**src/dma_gate_pkg.sv**
```systemverilog
// Constants shared by the DMA helper write gate and its mask logic
package dma_gate_pkg;
   // Register byte offsets
   localparam logic [7:0] OFS_GATE = 8'h00;
   localparam logic [7:0] OFS_SHARED = 8'h04;
   localparam logic [7:0] OFS_CTRL0 = 8'h08;
   localparam logic [7:0] OFS_STATUS = 8'h18;
   localparam logic [7:0] OFS_MASK = 8'h1C;
   localparam logic [7:0] OFS_CHAN0 = 8'h20;
   localparam logic [7:0] OFS_END = 8'h60;
   localparam logic [7:0] CTRL_STEP = 8'h04;
   localparam logic [1:0] FLD_MEM = 2'h0;
   localparam logic [1:0] FLD_IO = 2'h1;
   localparam logic [1:0] FLD_COUNT = 2'h2;
   // Widths
   localparam int GATE_W = 4;
   localparam int CTRL_W = 8;
   localparam int SHARED_W = 16;
   localparam int MEM_W = 24;
   localparam int IO_W = 16;
   localparam int COUNT_W = 16;
   // Shared control field positions; side index 0=0A 1=0B 2=1A 3=1B
   localparam int SH_FULL_LSB = 14;
   localparam int SH_SINGLE_LSB = 12;
   localparam int SH_AUX_LSB = 8;
   localparam int SH_RUN_LSB = 4;
   localparam int SH_IEN_LSB = 0;
   localparam logic [3:0] SH_LOCK_MASK = 4'hF;
   // Burst versus cycle-steal select inside a side A control register
   localparam int CTRL_BURST_BIT = 3;
   // Reset values
   localparam logic [GATE_W-1:0] RST_GATE = 4'h0;
   localparam logic [SHARED_W-1:0] RST_SHARED = 16'h0000;
   localparam logic [CTRL_W-1:0] RST_CTRL = 8'h00;
   localparam logic [MEM_W-1:0] RST_MEM = 24'h000000;
   localparam logic [IO_W-1:0] RST_IO = 16'h0000;
   localparam logic [COUNT_W-1:0] RST_COUNT = 16'h0000;
   localparam logic [3:0] RST_IRQ = 4'h0;
endpackage

```
**src/write_gate_mask.sv**
```systemverilog
// Per-bit write permission for the chained transfer controller
`timescale 1ns/1ps
module write_gate_mask (
   // Gate state
   input wire logic [3:0] gate,
   input wire logic from_chain,
   // Permissions
   output logic [3:0] ctrl_ok,
   output logic [15:0] shared_mask
);
   always_comb begin
      ctrl_ok = 4'hF;
      shared_mask = 16'hFFFF;
      if (from_chain) begin
         ctrl_ok = gate;
         shared_mask = 16'h0000;
         for (int s = 0; s < 4; s++) begin
            shared_mask[dma_gate_pkg::SH_AUX_LSB + s] = gate[s];
            shared_mask[dma_gate_pkg::SH_RUN_LSB + s] = gate[s];
            shared_mask[dma_gate_pkg::SH_IEN_LSB + s] = gate[s];
         end
         // Mode selects stay with the processor
         shared_mask[15:12] = ~dma_gate_pkg::SH_LOCK_MASK;
      end
   end
endmodule

```
**src/dma_helper_write_gate.sv**
```systemverilog
// Register file and write gate of a four-side DMA controller on APB
// How it works
// - Gate register bits 7..4 read zero and ignore writes.
// - Gate bit 3 lets the chain controller write side 1B control and shared 11,7,3.
// - Gate bit 2 lets the chain controller write side 1A control and shared 10,6,2.
// - Gate bit 1 lets the chain controller write side 0B control and shared 9,5,1.
// - Gate bit 0 lets the chain controller write side 0A control and shared 8,4,0.
// - Processor writes pass unfiltered by the gate.
// - Chain writes to shared bits 15..12 are always dropped.
// - Chain writes set a run bit without a prior read of zero.
// - Address and count registers are always writable.
// - Short address mode runs four independent sides.
// - Full address mode pairs A with B; burst or cycle steal selectable.
// - Run bit clear with end interrupt enabled raises a transfer-end request.
`timescale 1ns/1ps
module dma_helper_write_gate #(
   parameter int NSIDE = 4
) (
   // Clock, reset, enable
   input wire logic clk_sys,
   input wire logic nrst,
   input wire logic ce,
   // APB slave
   input wire logic psel,
   input wire logic penable,
   input wire logic pwrite,
   input wire logic [7:0] paddr,
   input wire logic [31:0] pwdata,
   input wire logic [3:0] pstrb,
   output logic [31:0] prdata,
   output logic pready,
   output logic pslverr,
   // Writer identity, valid with the request
   input wire logic chain_src,
   // Transfer engine
   input wire logic [3:0] chan_done,
   output logic [3:0] side_run,
   output logic [1:0] full_mode,
   output logic [1:0] single_mode,
   output logic [1:0] burst_sel,
   output logic [3:0] end_req,
   // Interrupt
   output logic irq
);
   generate
      if (NSIDE != 4) begin : g_bad
         $error("dma_helper_write_gate serves exactly four sides");
      end
   endgenerate

   typedef struct packed {
      logic [dma_gate_pkg::GATE_W-1:0] gate;
      logic [dma_gate_pkg::SHARED_W-1:0] shared_ctl;
      logic [3:0][dma_gate_pkg::CTRL_W-1:0] ctrl;
      logic [3:0][dma_gate_pkg::MEM_W-1:0] mem_addr;
      logic [3:0][dma_gate_pkg::IO_W-1:0] io_addr;
      logic [3:0][dma_gate_pkg::COUNT_W-1:0] xfer_count;
      logic [3:0] status;
      logic [3:0] mask;
      logic [3:0] read0;
      logic [3:0] end_q;
      logic [31:0] prdata;
      logic rd_ok;
   } state_t;

   state_t st_reg;
   state_t st_next;
   logic [3:0] ctrl_ok;
   logic [15:0] shared_mask;
   logic [3:0] end_now;

   function automatic logic mapped(input logic [7:0] a);
      return a[1:0] == 2'h0 && a < dma_gate_pkg::OFS_END && !(a >= dma_gate_pkg::OFS_CHAN0
         && a[3:2] == 2'h3);
   endfunction

   function automatic logic [7:0] ctrl_ofs(input logic [1:0] s);
      return 8'(dma_gate_pkg::OFS_CTRL0 + 8'(dma_gate_pkg::CTRL_STEP * s));
   endfunction

   write_gate_mask u_mask (
      .gate(st_reg.gate),
      .from_chain(chain_src),
      .ctrl_ok(ctrl_ok),
      .shared_mask(shared_mask)
   );

   assign end_now = ~st_reg.shared_ctl[7:4] & st_reg.shared_ctl[3:0];

   always_comb begin
      logic setup;
      logic acc;
      logic [7:0] rel;
      logic [1:0] sd;
      logic [15:0] wr_sh;
      logic [15:0] sh_new;
      logic [3:0] clr;
      logic rd_take;
      logic rd_done;
      setup = psel & ~penable;
      acc = psel & penable;
      // A read whose setup fell in a stall is captured in its first enabled access cycle
      rd_take = ~pwrite & (setup | (acc & ~st_reg.rd_ok));
      rd_done = acc & ~pwrite & st_reg.rd_ok;
      rel = 8'(paddr - dma_gate_pkg::OFS_CHAN0);
      sd = rel[5:4];
      wr_sh = 16'h0000;
      sh_new = st_reg.shared_ctl;
      clr = 4'h0;
      st_next = st_reg;
      if (ce) begin
         // Read data is captured one edge ahead so it is stable for the answering edge
         st_next.rd_ok = rd_take;
         if (rd_take) begin
            st_next.prdata = 32'h00000000;
            if (paddr == dma_gate_pkg::OFS_GATE) begin
               st_next.prdata[3:0] = st_reg.gate;
            end else if (paddr == dma_gate_pkg::OFS_SHARED) begin
               st_next.prdata[15:0] = st_reg.shared_ctl;
            end else if (paddr == dma_gate_pkg::OFS_STATUS) begin
               st_next.prdata[3:0] = st_reg.status;
            end else if (paddr == dma_gate_pkg::OFS_MASK) begin
               st_next.prdata[3:0] = st_reg.mask;
            end else if (paddr >= dma_gate_pkg::OFS_CHAN0 && mapped(paddr)) begin
               unique case (rel[3:2])
                  dma_gate_pkg::FLD_MEM: st_next.prdata[23:0] = st_reg.mem_addr[sd];
                  dma_gate_pkg::FLD_IO: st_next.prdata[15:0] = st_reg.io_addr[sd];
                  dma_gate_pkg::FLD_COUNT: st_next.prdata[15:0] = st_reg.xfer_count[sd];
                  default: st_next.prdata = 32'h00000000;
               endcase
            end else begin
               for (int s = 0; s < 4; s++) begin
                  if (paddr == ctrl_ofs(2'(s))) begin
                     st_next.prdata[7:0] = st_reg.ctrl[s];
                  end
               end
            end
         end
         if (rd_done) begin
            // Only bits actually returned are cleared, so a new event is kept
            if (paddr == dma_gate_pkg::OFS_STATUS) begin
               clr = st_reg.prdata[3:0];
            end
            if (paddr == dma_gate_pkg::OFS_SHARED && !chain_src) begin
               st_next.read0 = st_reg.read0 | ~st_reg.prdata[7:4];
            end
         end
         if (acc && pwrite) begin
            if (paddr == dma_gate_pkg::OFS_GATE && pstrb[0]) begin
               st_next.gate = pwdata[3:0];
            end
            if (paddr == dma_gate_pkg::OFS_MASK && pstrb[0]) begin
               st_next.mask = pwdata[3:0];
            end
            for (int s = 0; s < 4; s++) begin
               if (paddr == ctrl_ofs(2'(s)) && pstrb[0] && ctrl_ok[s]) begin
                  st_next.ctrl[s] = pwdata[7:0];
               end
            end
            if (paddr == dma_gate_pkg::OFS_SHARED) begin
               wr_sh = shared_mask & {{8{pstrb[1]}}, {8{pstrb[0]}}};
               sh_new = (st_reg.shared_ctl & ~wr_sh) | (pwdata[15:0] & wr_sh);
               for (int s = 0; s < 4; s++) begin
                  // Processor must have seen the run bit at zero before setting it
                  if (!chain_src && !st_reg.read0[s] && !st_reg.shared_ctl[4 + s]) begin
                     sh_new[4 + s] = 1'b0;
                  end
               end
               st_next.shared_ctl = sh_new;
               if (!chain_src) begin
                  st_next.read0 = 4'h0;
               end
            end
            if (paddr >= dma_gate_pkg::OFS_CHAN0 && mapped(paddr)) begin
               unique case (rel[3:2])
                  dma_gate_pkg::FLD_MEM: st_next.mem_addr[sd] = pwdata[23:0];
                  dma_gate_pkg::FLD_IO: st_next.io_addr[sd] = pwdata[15:0];
                  dma_gate_pkg::FLD_COUNT: st_next.xfer_count[sd] = pwdata[15:0];
                  default: st_next.prdata = st_reg.prdata;
               endcase
            end
         end
         // A finished transfer drops the run bit even against a same-cycle write
         for (int s = 0; s < 4; s++) begin
            if (chan_done[s]) begin
               st_next.shared_ctl[dma_gate_pkg::SH_RUN_LSB + s] = 1'b0;
            end
         end
         st_next.end_q = end_now;
         st_next.status = (st_reg.status & ~clr) | (end_now & ~st_reg.end_q);
      end
   end

   always_ff @(posedge clk_sys) begin
      if (!nrst) begin
         st_reg.gate <= dma_gate_pkg::RST_GATE;
         st_reg.shared_ctl <= dma_gate_pkg::RST_SHARED;
         st_reg.ctrl <= {4{dma_gate_pkg::RST_CTRL}};
         st_reg.mem_addr <= {4{dma_gate_pkg::RST_MEM}};
         st_reg.io_addr <= {4{dma_gate_pkg::RST_IO}};
         st_reg.xfer_count <= {4{dma_gate_pkg::RST_COUNT}};
         st_reg.status <= dma_gate_pkg::RST_IRQ;
         st_reg.mask <= dma_gate_pkg::RST_IRQ;
         st_reg.read0 <= 4'h0;
         st_reg.end_q <= 4'h0;
         st_reg.rd_ok <= 1'b0;
         st_reg.prdata <= 32'h00000000;
      end else begin
         st_reg <= st_next;
      end
   end

   assign prdata = st_reg.prdata;
   // Low while the clock enable is off, plus one wait state when a read setup was frozen by it
   assign pready = ce & ~(psel & penable & ~pwrite & ~st_reg.rd_ok);
   // Blocked gate writes complete cleanly; only unmapped space errors
   assign pslverr = psel & penable & ~mapped(paddr);
   assign full_mode = st_reg.shared_ctl[15:14];
   assign single_mode = st_reg.shared_ctl[13:12];
   assign end_req = st_reg.end_q;
   assign irq = |(st_reg.status & st_reg.mask);

   always_comb begin
      side_run = st_reg.shared_ctl[7:4];
      burst_sel = 2'h0;
      for (int c = 0; c < 2; c++) begin
         if (st_reg.shared_ctl[dma_gate_pkg::SH_FULL_LSB + c]) begin
            // Paired sides run as one channel on side A
            side_run[2 * c] = st_reg.shared_ctl[4 + 2 * c] & st_reg.shared_ctl[5 + 2 * c];
            side_run[2 * c + 1] = 1'b0;
            burst_sel[c] = st_reg.ctrl[2 * c][dma_gate_pkg::CTRL_BURST_BIT];
         end
      end
   end

   logic wr_acc;
   assign wr_acc = psel & penable & pwrite & ce;

   a_gate_upper_zero: assert property (@(posedge clk_sys) disable iff (!nrst)
      psel && !penable && !pwrite && ce && paddr == dma_gate_pkg::OFS_GATE
      |=> prdata[31:4] == 28'h0000000)
      else $error("gate register upper bits not zero");
   a_gate_side_1b: assert property (@(posedge clk_sys) disable iff (!nrst)
      wr_acc && chain_src && !st_reg.gate[3] && paddr == ctrl_ofs(2'h3)
      |=> $stable(st_reg.ctrl[3]))
      else $error("blocked chain write changed side 1B control");
   a_gate_side_1a: assert property (@(posedge clk_sys) disable iff (!nrst)
      wr_acc && chain_src && !st_reg.gate[2] && !chan_done[2]
      && paddr == dma_gate_pkg::OFS_SHARED
      |=> $stable({st_reg.shared_ctl[10], st_reg.shared_ctl[6], st_reg.shared_ctl[2]}))
      else $error("blocked chain write changed side 1A shared bits");
   a_gate_side_0b: assert property (@(posedge clk_sys) disable iff (!nrst)
      wr_acc && chain_src && st_reg.gate[1] && !chan_done[1] && pstrb == 4'hF
      && paddr == dma_gate_pkg::OFS_SHARED
      |=> st_reg.shared_ctl[9] == $past(pwdata[9]) && st_reg.shared_ctl[5] == $past(pwdata[5]))
      else $error("enabled chain write lost on side 0B shared bits");
   a_gate_side_0a: assert property (@(posedge clk_sys) disable iff (!nrst)
      wr_acc && chain_src && st_reg.gate[0] && pstrb[0] && paddr == ctrl_ofs(2'h0)
      |=> st_reg.ctrl[0] == $past(pwdata[7:0]))
      else $error("enabled chain write lost on side 0A control");
   a_cpu_unfiltered: assert property (@(posedge clk_sys) disable iff (!nrst)
      wr_acc && !chain_src && pstrb[0] && paddr == ctrl_ofs(2'h1)
      |=> st_reg.ctrl[1] == $past(pwdata[7:0]))
      else $error("processor write was filtered");
   a_mode_locked: assert property (@(posedge clk_sys) disable iff (!nrst)
      wr_acc && chain_src && paddr == dma_gate_pkg::OFS_SHARED
      |=> $stable(st_reg.shared_ctl[15:12]))
      else $error("chain write changed mode selects");
   a_run_direct: assert property (@(posedge clk_sys) disable iff (!nrst)
      wr_acc && chain_src && st_reg.gate[0] && pstrb[0] && pwdata[4] && !chan_done[0]
      && paddr == dma_gate_pkg::OFS_SHARED
      |=> st_reg.shared_ctl[4])
      else $error("chain write of run bit refused");
   a_addr_always: assert property (@(posedge clk_sys) disable iff (!nrst)
      wr_acc && st_reg.gate == 4'h0 && paddr == dma_gate_pkg::OFS_CHAN0
      |=> st_reg.mem_addr[0] == $past(pwdata[23:0]))
      else $error("address register write refused");
   a_end_event: assert property (@(posedge clk_sys) disable iff (!nrst)
      ce && end_now[1] && !st_reg.end_q[1]
      |=> st_reg.status[1] && end_req[1])
      else $error("transfer end not recorded");
   a_full_pair: assert property (@(posedge clk_sys) disable iff (!nrst)
      full_mode[0] |-> !side_run[1]
      && side_run[0] == (st_reg.shared_ctl[4] && st_reg.shared_ctl[5]))
      else $error("full address pairing broken");
   a_quiet_block: assert property (@(posedge clk_sys) disable iff (!nrst)
      wr_acc && chain_src && st_reg.gate == 4'h0 && paddr == ctrl_ofs(2'h2)
      |-> !pslverr)
      else $error("blocked write raised an error");
   a_gate_write: assert property (@(posedge clk_sys) disable iff (!nrst)
      wr_acc && pstrb[0] && paddr == dma_gate_pkg::OFS_GATE
      |=> st_reg.gate == $past(pwdata[3:0]))
      else $error("gate register write lost");
   a_cpu_modes: assert property (@(posedge clk_sys) disable iff (!nrst)
      wr_acc && !chain_src && pstrb[1] && paddr == dma_gate_pkg::OFS_SHARED
      |=> st_reg.shared_ctl[15:8] == $past(pwdata[15:8]))
      else $error("processor write to shared upper byte filtered");
   a_short_mode: assert property (@(posedge clk_sys) disable iff (!nrst)
      full_mode == 2'h0
      |-> side_run == st_reg.shared_ctl[7:4])
      else $error("short address sides not independent");
endmodule

```
**config.mk**
```make
export PLATFORM = sky130hd
export DESIGN_NAME = dma_helper_write_gate
export DESIGN_NICKNAME = d
export VERILOG_FILES = /design/src/dma_gate_pkg.sv /design/src/write_gate_mask.sv /design/src/dma_helper_write_gate.sv
export SDC_FILE = /design/constraint.sdc
export NUM_CORES = 1
export LEC_CHECK = 0
export BUFFER_PORTS_ARGS = -buffer_cell sky130_fd_sc_hd__buf_2
export CAP_MARGIN = 5
export CORE_MARGIN = 10
export CORE_UTILIZATION = 55
export CTS_CLUSTER_DIAMETER = 120
export CTS_CLUSTER_SIZE = 8
export DETAILED_ROUTE_END_ITERATION = 8
export GPL_TIMING_DRIVEN = 0
export PLACE_DENSITY_LB_ADDON = 0.1
export SYNTH_ARGS = -nofsm -noshare
export SYNTH_HDL_FRONTEND = slang
export SYNTH_SLANG_ARGS = --single-unit
```
**constraint.sdc**
```tcl
create_clock -name clk_sys -period 1.9 [get_ports clk_sys]
set_input_delay 0.19 -clock clk_sys [delete_from_list [all_inputs] [get_ports clk_sys]]
set_output_delay 0.19 -clock clk_sys [all_outputs]
set_load 0.01 [all_outputs]
```
# --- After elaboration in Yosys (flattened, before gate mapping) ---
# Index checks and enable logic that the tools add are counted.
op_classes:
  bitwise_logic: 32
  add_sub_neg: 1
  n_mux: 78
  order_cmp: 4
  n_reduce_logical: 63
  eq_ne: 11
op_table:
  columns: ["op", "count"]
  rows:
  - ["two-way mux 264 bit", 1]
  - ["two-way mux 224 bit", 1]
  - ["two-way mux 16 bit", 13]
  - ["two-way mux 8 bit", 18]
  - ["bitwise mux 64 bit", 2]
  - ["two-way mux 32 bit", 4]
  - ["two-way mux 64 bit", 2]
  - ["bitwise mux 96 bit", 1]
  - ["two-way mux 96 bit", 1]
  - ["binary-select mux 16 bit (select 2 bit)", 2]
  - ["AND 16 bit", 3]
  - ["binary-select mux 24 bit (select 2 bit)", 1]
  - ["demux 24 bit (select 2 bit)", 1]
  - ["two-way mux 24 bit", 2]
  - ["two-way mux 4 bit", 12]
  - ["one-hot mux 16 bit (3 select lines)", 1]
  - ["two-way mux 20 bit", 2]
  - ["AND reduction 3 bit", 11]
  - ["demux 16 bit (select 2 bit)", 1]
  - ["== test 8 x 5 -> 1 bit, second input constant", 4]
  - ["two-way mux 28 bit", 1]
  - ["logical AND 1 bit", 25]
  - ["AND 4 bit", 4]
  - ["== test 8 x 4 -> 1 bit, second input constant", 2]
  - ["26 further kinds", 74]
word_totals:
  output_inout_bits: 49
  reg_bits: 325
  input_bits: 55
  word_cells: 217

# --- Depth between registers and ports, before layout ---
# Gate-level depths: netlist of run 1.
depth:
  depth_word: 27
  ltp_mapped: 9
  ltp_nobuf: 5

# --- Cells and area by module ---
# Synthesis of run 1 repeated with hierarchy kept, for this count alone.
unflattened:
  hier_cells: 1595
  area_unflattened_um2: 15134.5
by_module_without_submodules:
  columns: ["mod", "instances", "cells_per_inst", "seq_area_each_um2", "area_per_inst_um2"]
  rows:
  - ["dma_helper_write_gate", 1, 1575, 6346.1, 14993.1]
  - ["write_gate_mask", 1, 20, 0.0, 141.4]

# --- Worst setup path before layout of run 1 ---
# No wires, ideal clock.
synth_timing:
  path_type: "input -> register"
  from: "input port paddr[4]"
  to: "register, netlist name prdata[13]"
  cell_stages: 8
  setup_ns: 0.123
  t_arrival_ns: 1.878
  path_slack_ns: -0.101
  cell_sequence: "buf_2 buf_2 buf_2 buf_1 mux4_2 mux2_2 nand2_1 nand3_1"
synth_between:
  elab_chain_cells: 20
  word_cells_on_any_way: 37
  cone_classes: "add/sub (1); order compare (2); eq/ne (4); mux (23); reduce/logical (7)"
synth_lines:
  columns: ["item", "line_no", "text"]
  rows:
  - ["from (decl)", "dma_helper_write_gate.sv:27", "input wire logic [7:0] paddr,"]
  - ["subtractor 6 bit", "dma_helper_write_gate.sv:105", "rel = 8'(paddr - dma_gate_pkg::OFS_CHAN0);"]
  - ["binary-select mux 16 bit (select 2 bit) (tied with other cells)", "dma_helper_write_gate.sv:128", "dma_gate_pkg::FLD_COUNT: st_next.prdata[15:0] = st_reg.xfer_count[sd];"]
  - ["two-way mux 16 bit (implied by the code) (tied with other cells)", "dma_helper_write_gate.sv:128", null]
  - ["one-hot mux 16 bit (3 select lines)", "dma_helper_write_gate.sv:125", "unique case (rel[3:2])"]
  - ["two-way mux 16 bit", "dma_helper_write_gate.sv:124", "end else if (paddr >= dma_gate_pkg::OFS_CHAN0 && mapped(paddr)) begin"]
  - ["two-way mux 16 bit", "dma_helper_write_gate.sv:122", "end else if (paddr == dma_gate_pkg::OFS_MASK) begin"]
  - ["two-way mux 16 bit", "dma_helper_write_gate.sv:120", "end else if (paddr == dma_gate_pkg::OFS_STATUS) begin"]
  - ["two-way mux 16 bit", "dma_helper_write_gate.sv:118", "end else if (paddr == dma_gate_pkg::OFS_SHARED) begin"]
  - ["(+4 left out)", null, null]
  - ["two-way mux 20 bit", "dma_helper_write_gate.sv:122", null]
  - ["two-way mux 20 bit", "dma_helper_write_gate.sv:120", null]
  - ["two-way mux 16 bit", "dma_helper_write_gate.sv:118", null]
  - ["two-way mux 28 bit", "dma_helper_write_gate.sv:116", "if (paddr == dma_gate_pkg::OFS_GATE) begin"]
  - ["two-way mux 32 bit", "dma_helper_write_gate.sv:114", "if (rd_take) begin"]
  - ["two-way mux 32 bit", "dma_helper_write_gate.sv:175", "unique case (rel[3:2])"]
  - ["two-way mux 32 bit", "dma_helper_write_gate.sv:174", "if (paddr >= dma_gate_pkg::OFS_CHAN0 && mapped(paddr)) begin"]
  - ["two-way mux 32 bit", "dma_helper_write_gate.sv:148", "if (acc && pwrite) begin"]
# Several ways; a longest one is shown, not always the timed one. The select of a mux whose other input is x is not followed.
# A chain may end at the register's enable or synchronous reset.

==> impl_metrics.yaml, run 1 <==
clocking:
  cts_tree: "built"
  clockRootBuffer: "clkbuf_16"
  cts_buffer_depth: 3
  clk_latency_ns: 0.54
  numCtsBuffers: 45
  cts.sinks: 317
  path_clk_slew_ns: 0.05
  h-tree-depth: 2
setup_path:
  crit_path_frequent_cell: "buf_2"
  r2r_cells: 5
  path_cells: "buf_2, or3_1, buf_2, or4_4, nor2_4, buf_4, nand2_1, a21boi_1"
  end_kind: "flop"
  slowest_stage: "or4_4"
  arrival_ns: 2.35
  reg2reg_slack_ns: 0.07
  max_stage_delay_ns: 0.65
  worstSetupPathType: "in2reg"
  crit_required_ns: 2.37
  cp-startpoint: "paddr[7]"
  crit_fanout: 10
  r2r_end: "prdata[7]"
  worstSetupStartpointType: "input pin"
  crit_buf_inv: 3
  cp.depth: 8
  timing.rr.start: "st_reg[0]"
  critical_path.top_delay_family: "simple AND/OR/NAND/NOR gates"
place:
  dpl_cell_area_um2: 15700
  dpl.hpwl_mm: 35.7
  port_buffers: 73
  place_congestion: 0.988
final_layout:
  fin_nets: 1899
  finalInstanceArea_um2: 17400
  fillerInstances: 2324
  n_antenna_cell: 0
  final_layout_size_suffix_gt1_frac: 0.181
  final_util: 0.650
  area_growth_pct: 16.9
die:
  initial_core_util: 0.556
  die_h_um: 185
  dieArea_um2: 34100
  core_um2: 26800
  die-width_um: 185
  io_pins: 104
  rows: 60
timing:
  slew_headroom: 0.333
  hold_viol: 0
  max_freq_ghz: 0.531
  clock_skew_ns: 0.0138
  grt_setup_unrepaired: "yes"
  setup_viol: 0
  min_period_ns: 1.88
  fin_crit_sh: 0.991
  tightest_slew_ns: 1.00
  maxSlewViolCount: 0
drt:
  vias_per_cell: 6.03
  ant_nets: 0
  route.detailed.drc: 0
  drt-total-wl_mm: 50.2
  wl_per_cell_um: 23.0
  dr.pass1.iters: 5
  drt_iter0_drc: 1540
  num_vias: 13200
job:
  cap_violations: 0
synthesis:
  synth_cells: 1688
  synth_top_area_cell: "dfxtp_1"
  synth.yosys.seq_area_share: 0.426
  synth.avg_cell_area_um2: 8.83
  async_reset_ff_frac: 0
  syn_area_um2: 14900
  synth_cell_type_count: 58
  yosysWarnings: 0
  synth-edff-count: 0
  synth_top_flop_cell: "dfxtp_1"
  synthTopCellsByCount: "nand2_1 (511), dfxtp_1 (317), a21boi_0 (131)"
  synthTopCellsByArea: "dfxtp_1 (43%), nand2_1 (13%), mux4_2 (7.3%), a21boi_0 (6.6%), a21boi_1 (6.0%)"
  synth_top_area_frac: 0.426
  synth_seq_cells: 317
  post-synth-top-count-cell: "nand2_1"
global_route:
  grt_max_degree: 12
  globalRoute.totalOverflow: 0
  grt_pass1_vias: 12300
  grt_first_pass_wirelength_mm: 75.1
  antenna_found_initial: 0
  grtUsageTotal: 0.289
hold_path:
  hold_path.class: "in2reg"
pwr:
  power_density_nw_per_um2: 841
  total_leakage_power_nw: 6.04
  ir_drop_v: 0.000682
outcome:
  status: "completed"
layout make-up:
| type | instances | area [um^2] | area share |
|---|---|---|---|
| tap | 341 | 427 | 0.0245 |
| sequential | 317 | 6350 | 0.364 |
| clock inverter | 2 | 21.3 | 0.00122 |
| multi-input combinational | 1195 | 7820 | 0.449 |
| inverter | 14 | 52.6 | 0.00302 |
| clock buffer | 46 | 1150 | 0.0661 |
| buffer | 169 | 956 | 0.0549 |
| timing repair buffer | 102 | 646 | 0.0371 |
how the worst min path moves through the flow:
stage               from    to  cells past startpoint
2_1_floorplan  pwdata[8]  flop                      2
3_3_place_gp        flop  flop                      2
3_5_place_dp        flop  flop                      2
4_1_cts        pwdata[7]  flop                      3
5_1_grt        pwdata[7]  flop                      3
6_report       pwdata[7]  flop                      3
what timing repair did:
action                                  CTS  global route
buffers inserted                          2             6
gates resized for setup                  36            42
endpoints found under the setup margin  205           214
hold buffers                             20             0
pin swaps                                 1             6
hold endpoints to repair                 60             0
logic make-up after synthesis:
logic type | Yosys count | share of synthesized area
simple gates | 694 | 0.206
compound gates | 367 | 0.179
flops | 317 | 0.426
buf+inv | 183 | 0.0635
mux | 123 | 0.124
xor+xnor | 2 | 0.00118
fa+ha+maj | 1 | 0.000672
other cells | 1 | 0.000252
report_power, final:
| group | switching (mW) | internal, mW |
|---|---|---|
| clock | 2.83 | 4.22 |
| sequential | 0.00386 | 6.67 |
| combinational | 0.621 | 0.303 |
through the flow:
step / hold slack, ns / power [mW] / std cells / setup WS, ns / setup TNS, ns
after floorplan: 0.325 / 7.29 / 1695 / 0.0257 / 0
after global placement: 0.437 / 7.63 / 2109 / -0.976 / -181.11
after detailed placement: 0.444 / 7.63 / 2110 / -0.976 / -188.19
after CTS: 0.0704 / 14.6 / 2180 / -0.00845 / -0.00845
after global routing: 0.101 / 15.0 / 2186 / -0.0318 / -0.300
final: 0.0929 / 14.6 / 2186 / 0.0180 / 0
cell usage in the layout (no fill, tap or decap), drive strengths merged, types with 9 or more instances in the layout:
cell,Yosys,final
a21boi,251,251
a21oi,14,14
a22oi,22,22
buf,85,164
clkbuf,84,133
dfxtp,317,317
dlygate4sd3,0,20
inv,14,14
mux2,10,10
mux2i,65,65
mux4,48,48
nand2,512,512
nand3,17,17
nand4,11,11
nor2,47,47
nor2b,49,49
nor3,17,17
o21ai,23,23
o22ai,18,18
or3,9,9
tightest hold or removal path: stages:
cell and delay [ns]:
buf_2 0.23, nand2_1 0.10, a21boi_1 0.05
per-layer routing:
| layer | global-route usage | routed length [um] | up-vias |
|---|---|---|---|
| met1 | 0.386 | 20900 | 6406 |
| met5 | 0 | 0 | - |
| met4 | 0.113 | 2030 | 0 |
| met3 | 0.0451 | 4600 | 126 |
| li1 | - | - | 6001 |
| met2 | 0.459 | 22700 | 659 |
Note: power is estimated with default switching activity, not from simulation.
==> run 2, diff against run 1 <==
--- a/config.mk
+++ b/config.mk
@@ -7,6 +7,7 @@
 export LEC_CHECK = 0
 export BUFFER_PORTS_ARGS = -buffer_cell sky130_fd_sc_hd__buf_2
 export CAP_MARGIN = 5
+export CORE_ASPECT_RATIO = 2
 export CORE_MARGIN = 10
 export CORE_UTILIZATION = 55
 export CTS_CLUSTER_DIAMETER = 120
==> run 2 against run 1 <==
The run now ends with setup timing left. Clock skew down 0.0021 ns. First-iteration DRC count down 45%. Worst hold slack worse by 0.036 ns. Utilization up 0.084 points. Power up 0.85%. Clock power up 2%. Critical path type unchanged. Largest power group unchanged.
==> impl_metrics.yaml, run 2 (synthesis gave the netlist of run 1 again) <==
place:
  place_congestion: 1.01
  port_buffers: 73
  dpl_cell_area_um2: 15800
  dp_slack_ns: -1.06
  dpl.hpwl_mm: 39.8
timing:
  slew_headroom: 0.345
  grt_setup_unrepaired: "yes"
  fin_ws_ns: -0.0928
  tightest_slew_ns: 0.970
  maxSlewViolCount: 0
  setup_viol: 11
  min_period_ns: 1.99
  hold_viol: 0
  fin_crit_sh: 1.05
  max_freq_ghz: 0.502
  clock_skew_ns: 0.0116
  setup-tns-final_ns: -0.302
drt:
  drt-total-wl_mm: 52.6
  wl_per_cell_um: 24.0
  num_vias: 12900
  dr.pass1.iters: 6
  route.detailed.drc: 0
  drt_iter0_drc: 849
  ant_nets: 0
  vias_per_cell: 5.88
hold_path:
  whs_path_depth: 3
  hold_path.class: "in2reg"
outcome:
  violations: "setup timing"
  status: "complete, but fails checks"
global_route:
  grtUsageTotal: 0.305
  grt_first_pass_wirelength_mm: 78.9
  antenna_found_initial: 2
  grt_max_degree: 12
  grt_pass1_vias: 13200
  globalRoute.totalOverflow: 0
final_layout:
  area_growth_pct: 17.0
  layout_commonest_cell: "nand2_1"
  n_antenna_cell: 0
  finalInstanceArea_um2: 17400
  final_layout_size_suffix_gt1_frac: 0.182
  fin_nets: 1896
  final_cell_mix: "nand2_1 (510), dfxtp_1 (317), a21boi_0 (131)"
die:
  initial_core_util: 0.556
  rows: 85
  io_pins: 104
  die_h_um: 253
  die-width_um: 136
  core_um2: 26800
  dieArea_um2: 34500
setup_path:
  worstSetupStartpointType: "input pin"
  crit_fanout: 10
  worstSetupPathType: "in2reg"
  crit_required_ns: 2.39
  end_kind: "flop"
  reg2reg_slack_ns: -0.02
  r2r_cells: 5
  arrival_ns: 2.49
clocking:
  h-tree-depth: 2
  clk_latency_ns: 0.55
  cts.sinks: 317
  path_clk_slew_ns: 0.05
  numCtsBuffers: 45
  cts_buffer_depth: 3
  clockRootBuffer: "clkbuf_16"
  cts_tree: "built"
job:
  cap_violations: 0
pwr:
  ir_drop_v: 0.00100
  total_leakage_power_nw: 6.05
  power_density_nw_per_um2: 847
run 2: cell types whose count changed in the layout (fill, tap and decap cells not counted), moves of 2 or more:
cell | previous run | this run
nor3_4 | 3 | 5
nor2_2 | 5 | 3
nor2_4 | 11 | 13
nor3_1 | 8 | 6
nand2_1 | 507 | 510
clkbuf_4 | 5 | 2
nand2_2 | 4 | 1
buf_2 | 94 | 100
buf_4 | 56 | 51
run 2: power by group:
group          switching [mW]  internal (mW)
Clock                    2.87           4.31
Combinational           0.624          0.303
Sequential            0.00355           6.66
Total                    3.50           11.3
run 2: path summary, 6_finish.rpt:
kind | to | start
setup / recovery | prdata[7] | paddr[6]
hold / removal | flop | pwdata[7]
setup reg to reg | prdata[5] | st_reg[0]
hold reg to reg | flop | flop
run 2: metal layers:
metal  GRT usage  vias to the layer above  share of wire
li1            -                     6003              -
met1       0.281                     6171           0.32
met2       0.570                      480           0.54
met3      0.0520                      216          0.049
met4       0.238                        4          0.087
met5           0                        -        0.00049
run 2: worst max-delay path, stage by stage:
cell and delay (ns):
buf_2 0.17, nor4_4 0.64, buf_2 0.35, nand3_1 0.25, o22ai_1 0.63, a221o_1 0.25
run 2: layout make-up:
type,instances,area (um^2)
Tap cell,348,435
Timing Repair Buffer,99,623
Inverter,14,52.6
Multi-Input combinational cell,1195,7850
Clock inverter,2,13.8
Sequential cell,317,6350
Fill cell,2320,9360
Buffer,169,946
Clock buffer,47,1180
run 2: per-stage QoR:
| stage | total power [mW] | utilization | hold slack (ns) | std cells |
|---|---|---|---|---|
| after global routing | 15.1 | 0.651 | 0.0630 | 2191 |
| after global placement | 7.64 | 0.587 | 0.437 | 2116 |
| after floorplan | 7.29 | - | 0.325 | 1695 |
| after CTS | 14.8 | 0.645 | 0.0230 | 2186 |
| after detailed placement | 7.64 | 0.588 | 0.442 | 2116 |
| final | 14.8 | 0.651 | 0.0565 | 2191 |
run 2: what timing repair did:
action | CTS | global route
setup endpoints to repair | 166 | 201
buffers inserted | 1 | 5
pin swaps | 1 | 6
hold buffers | 20 | 0
hold endpoints to repair | 59 | 0
gates resized for setup | 39 | 34
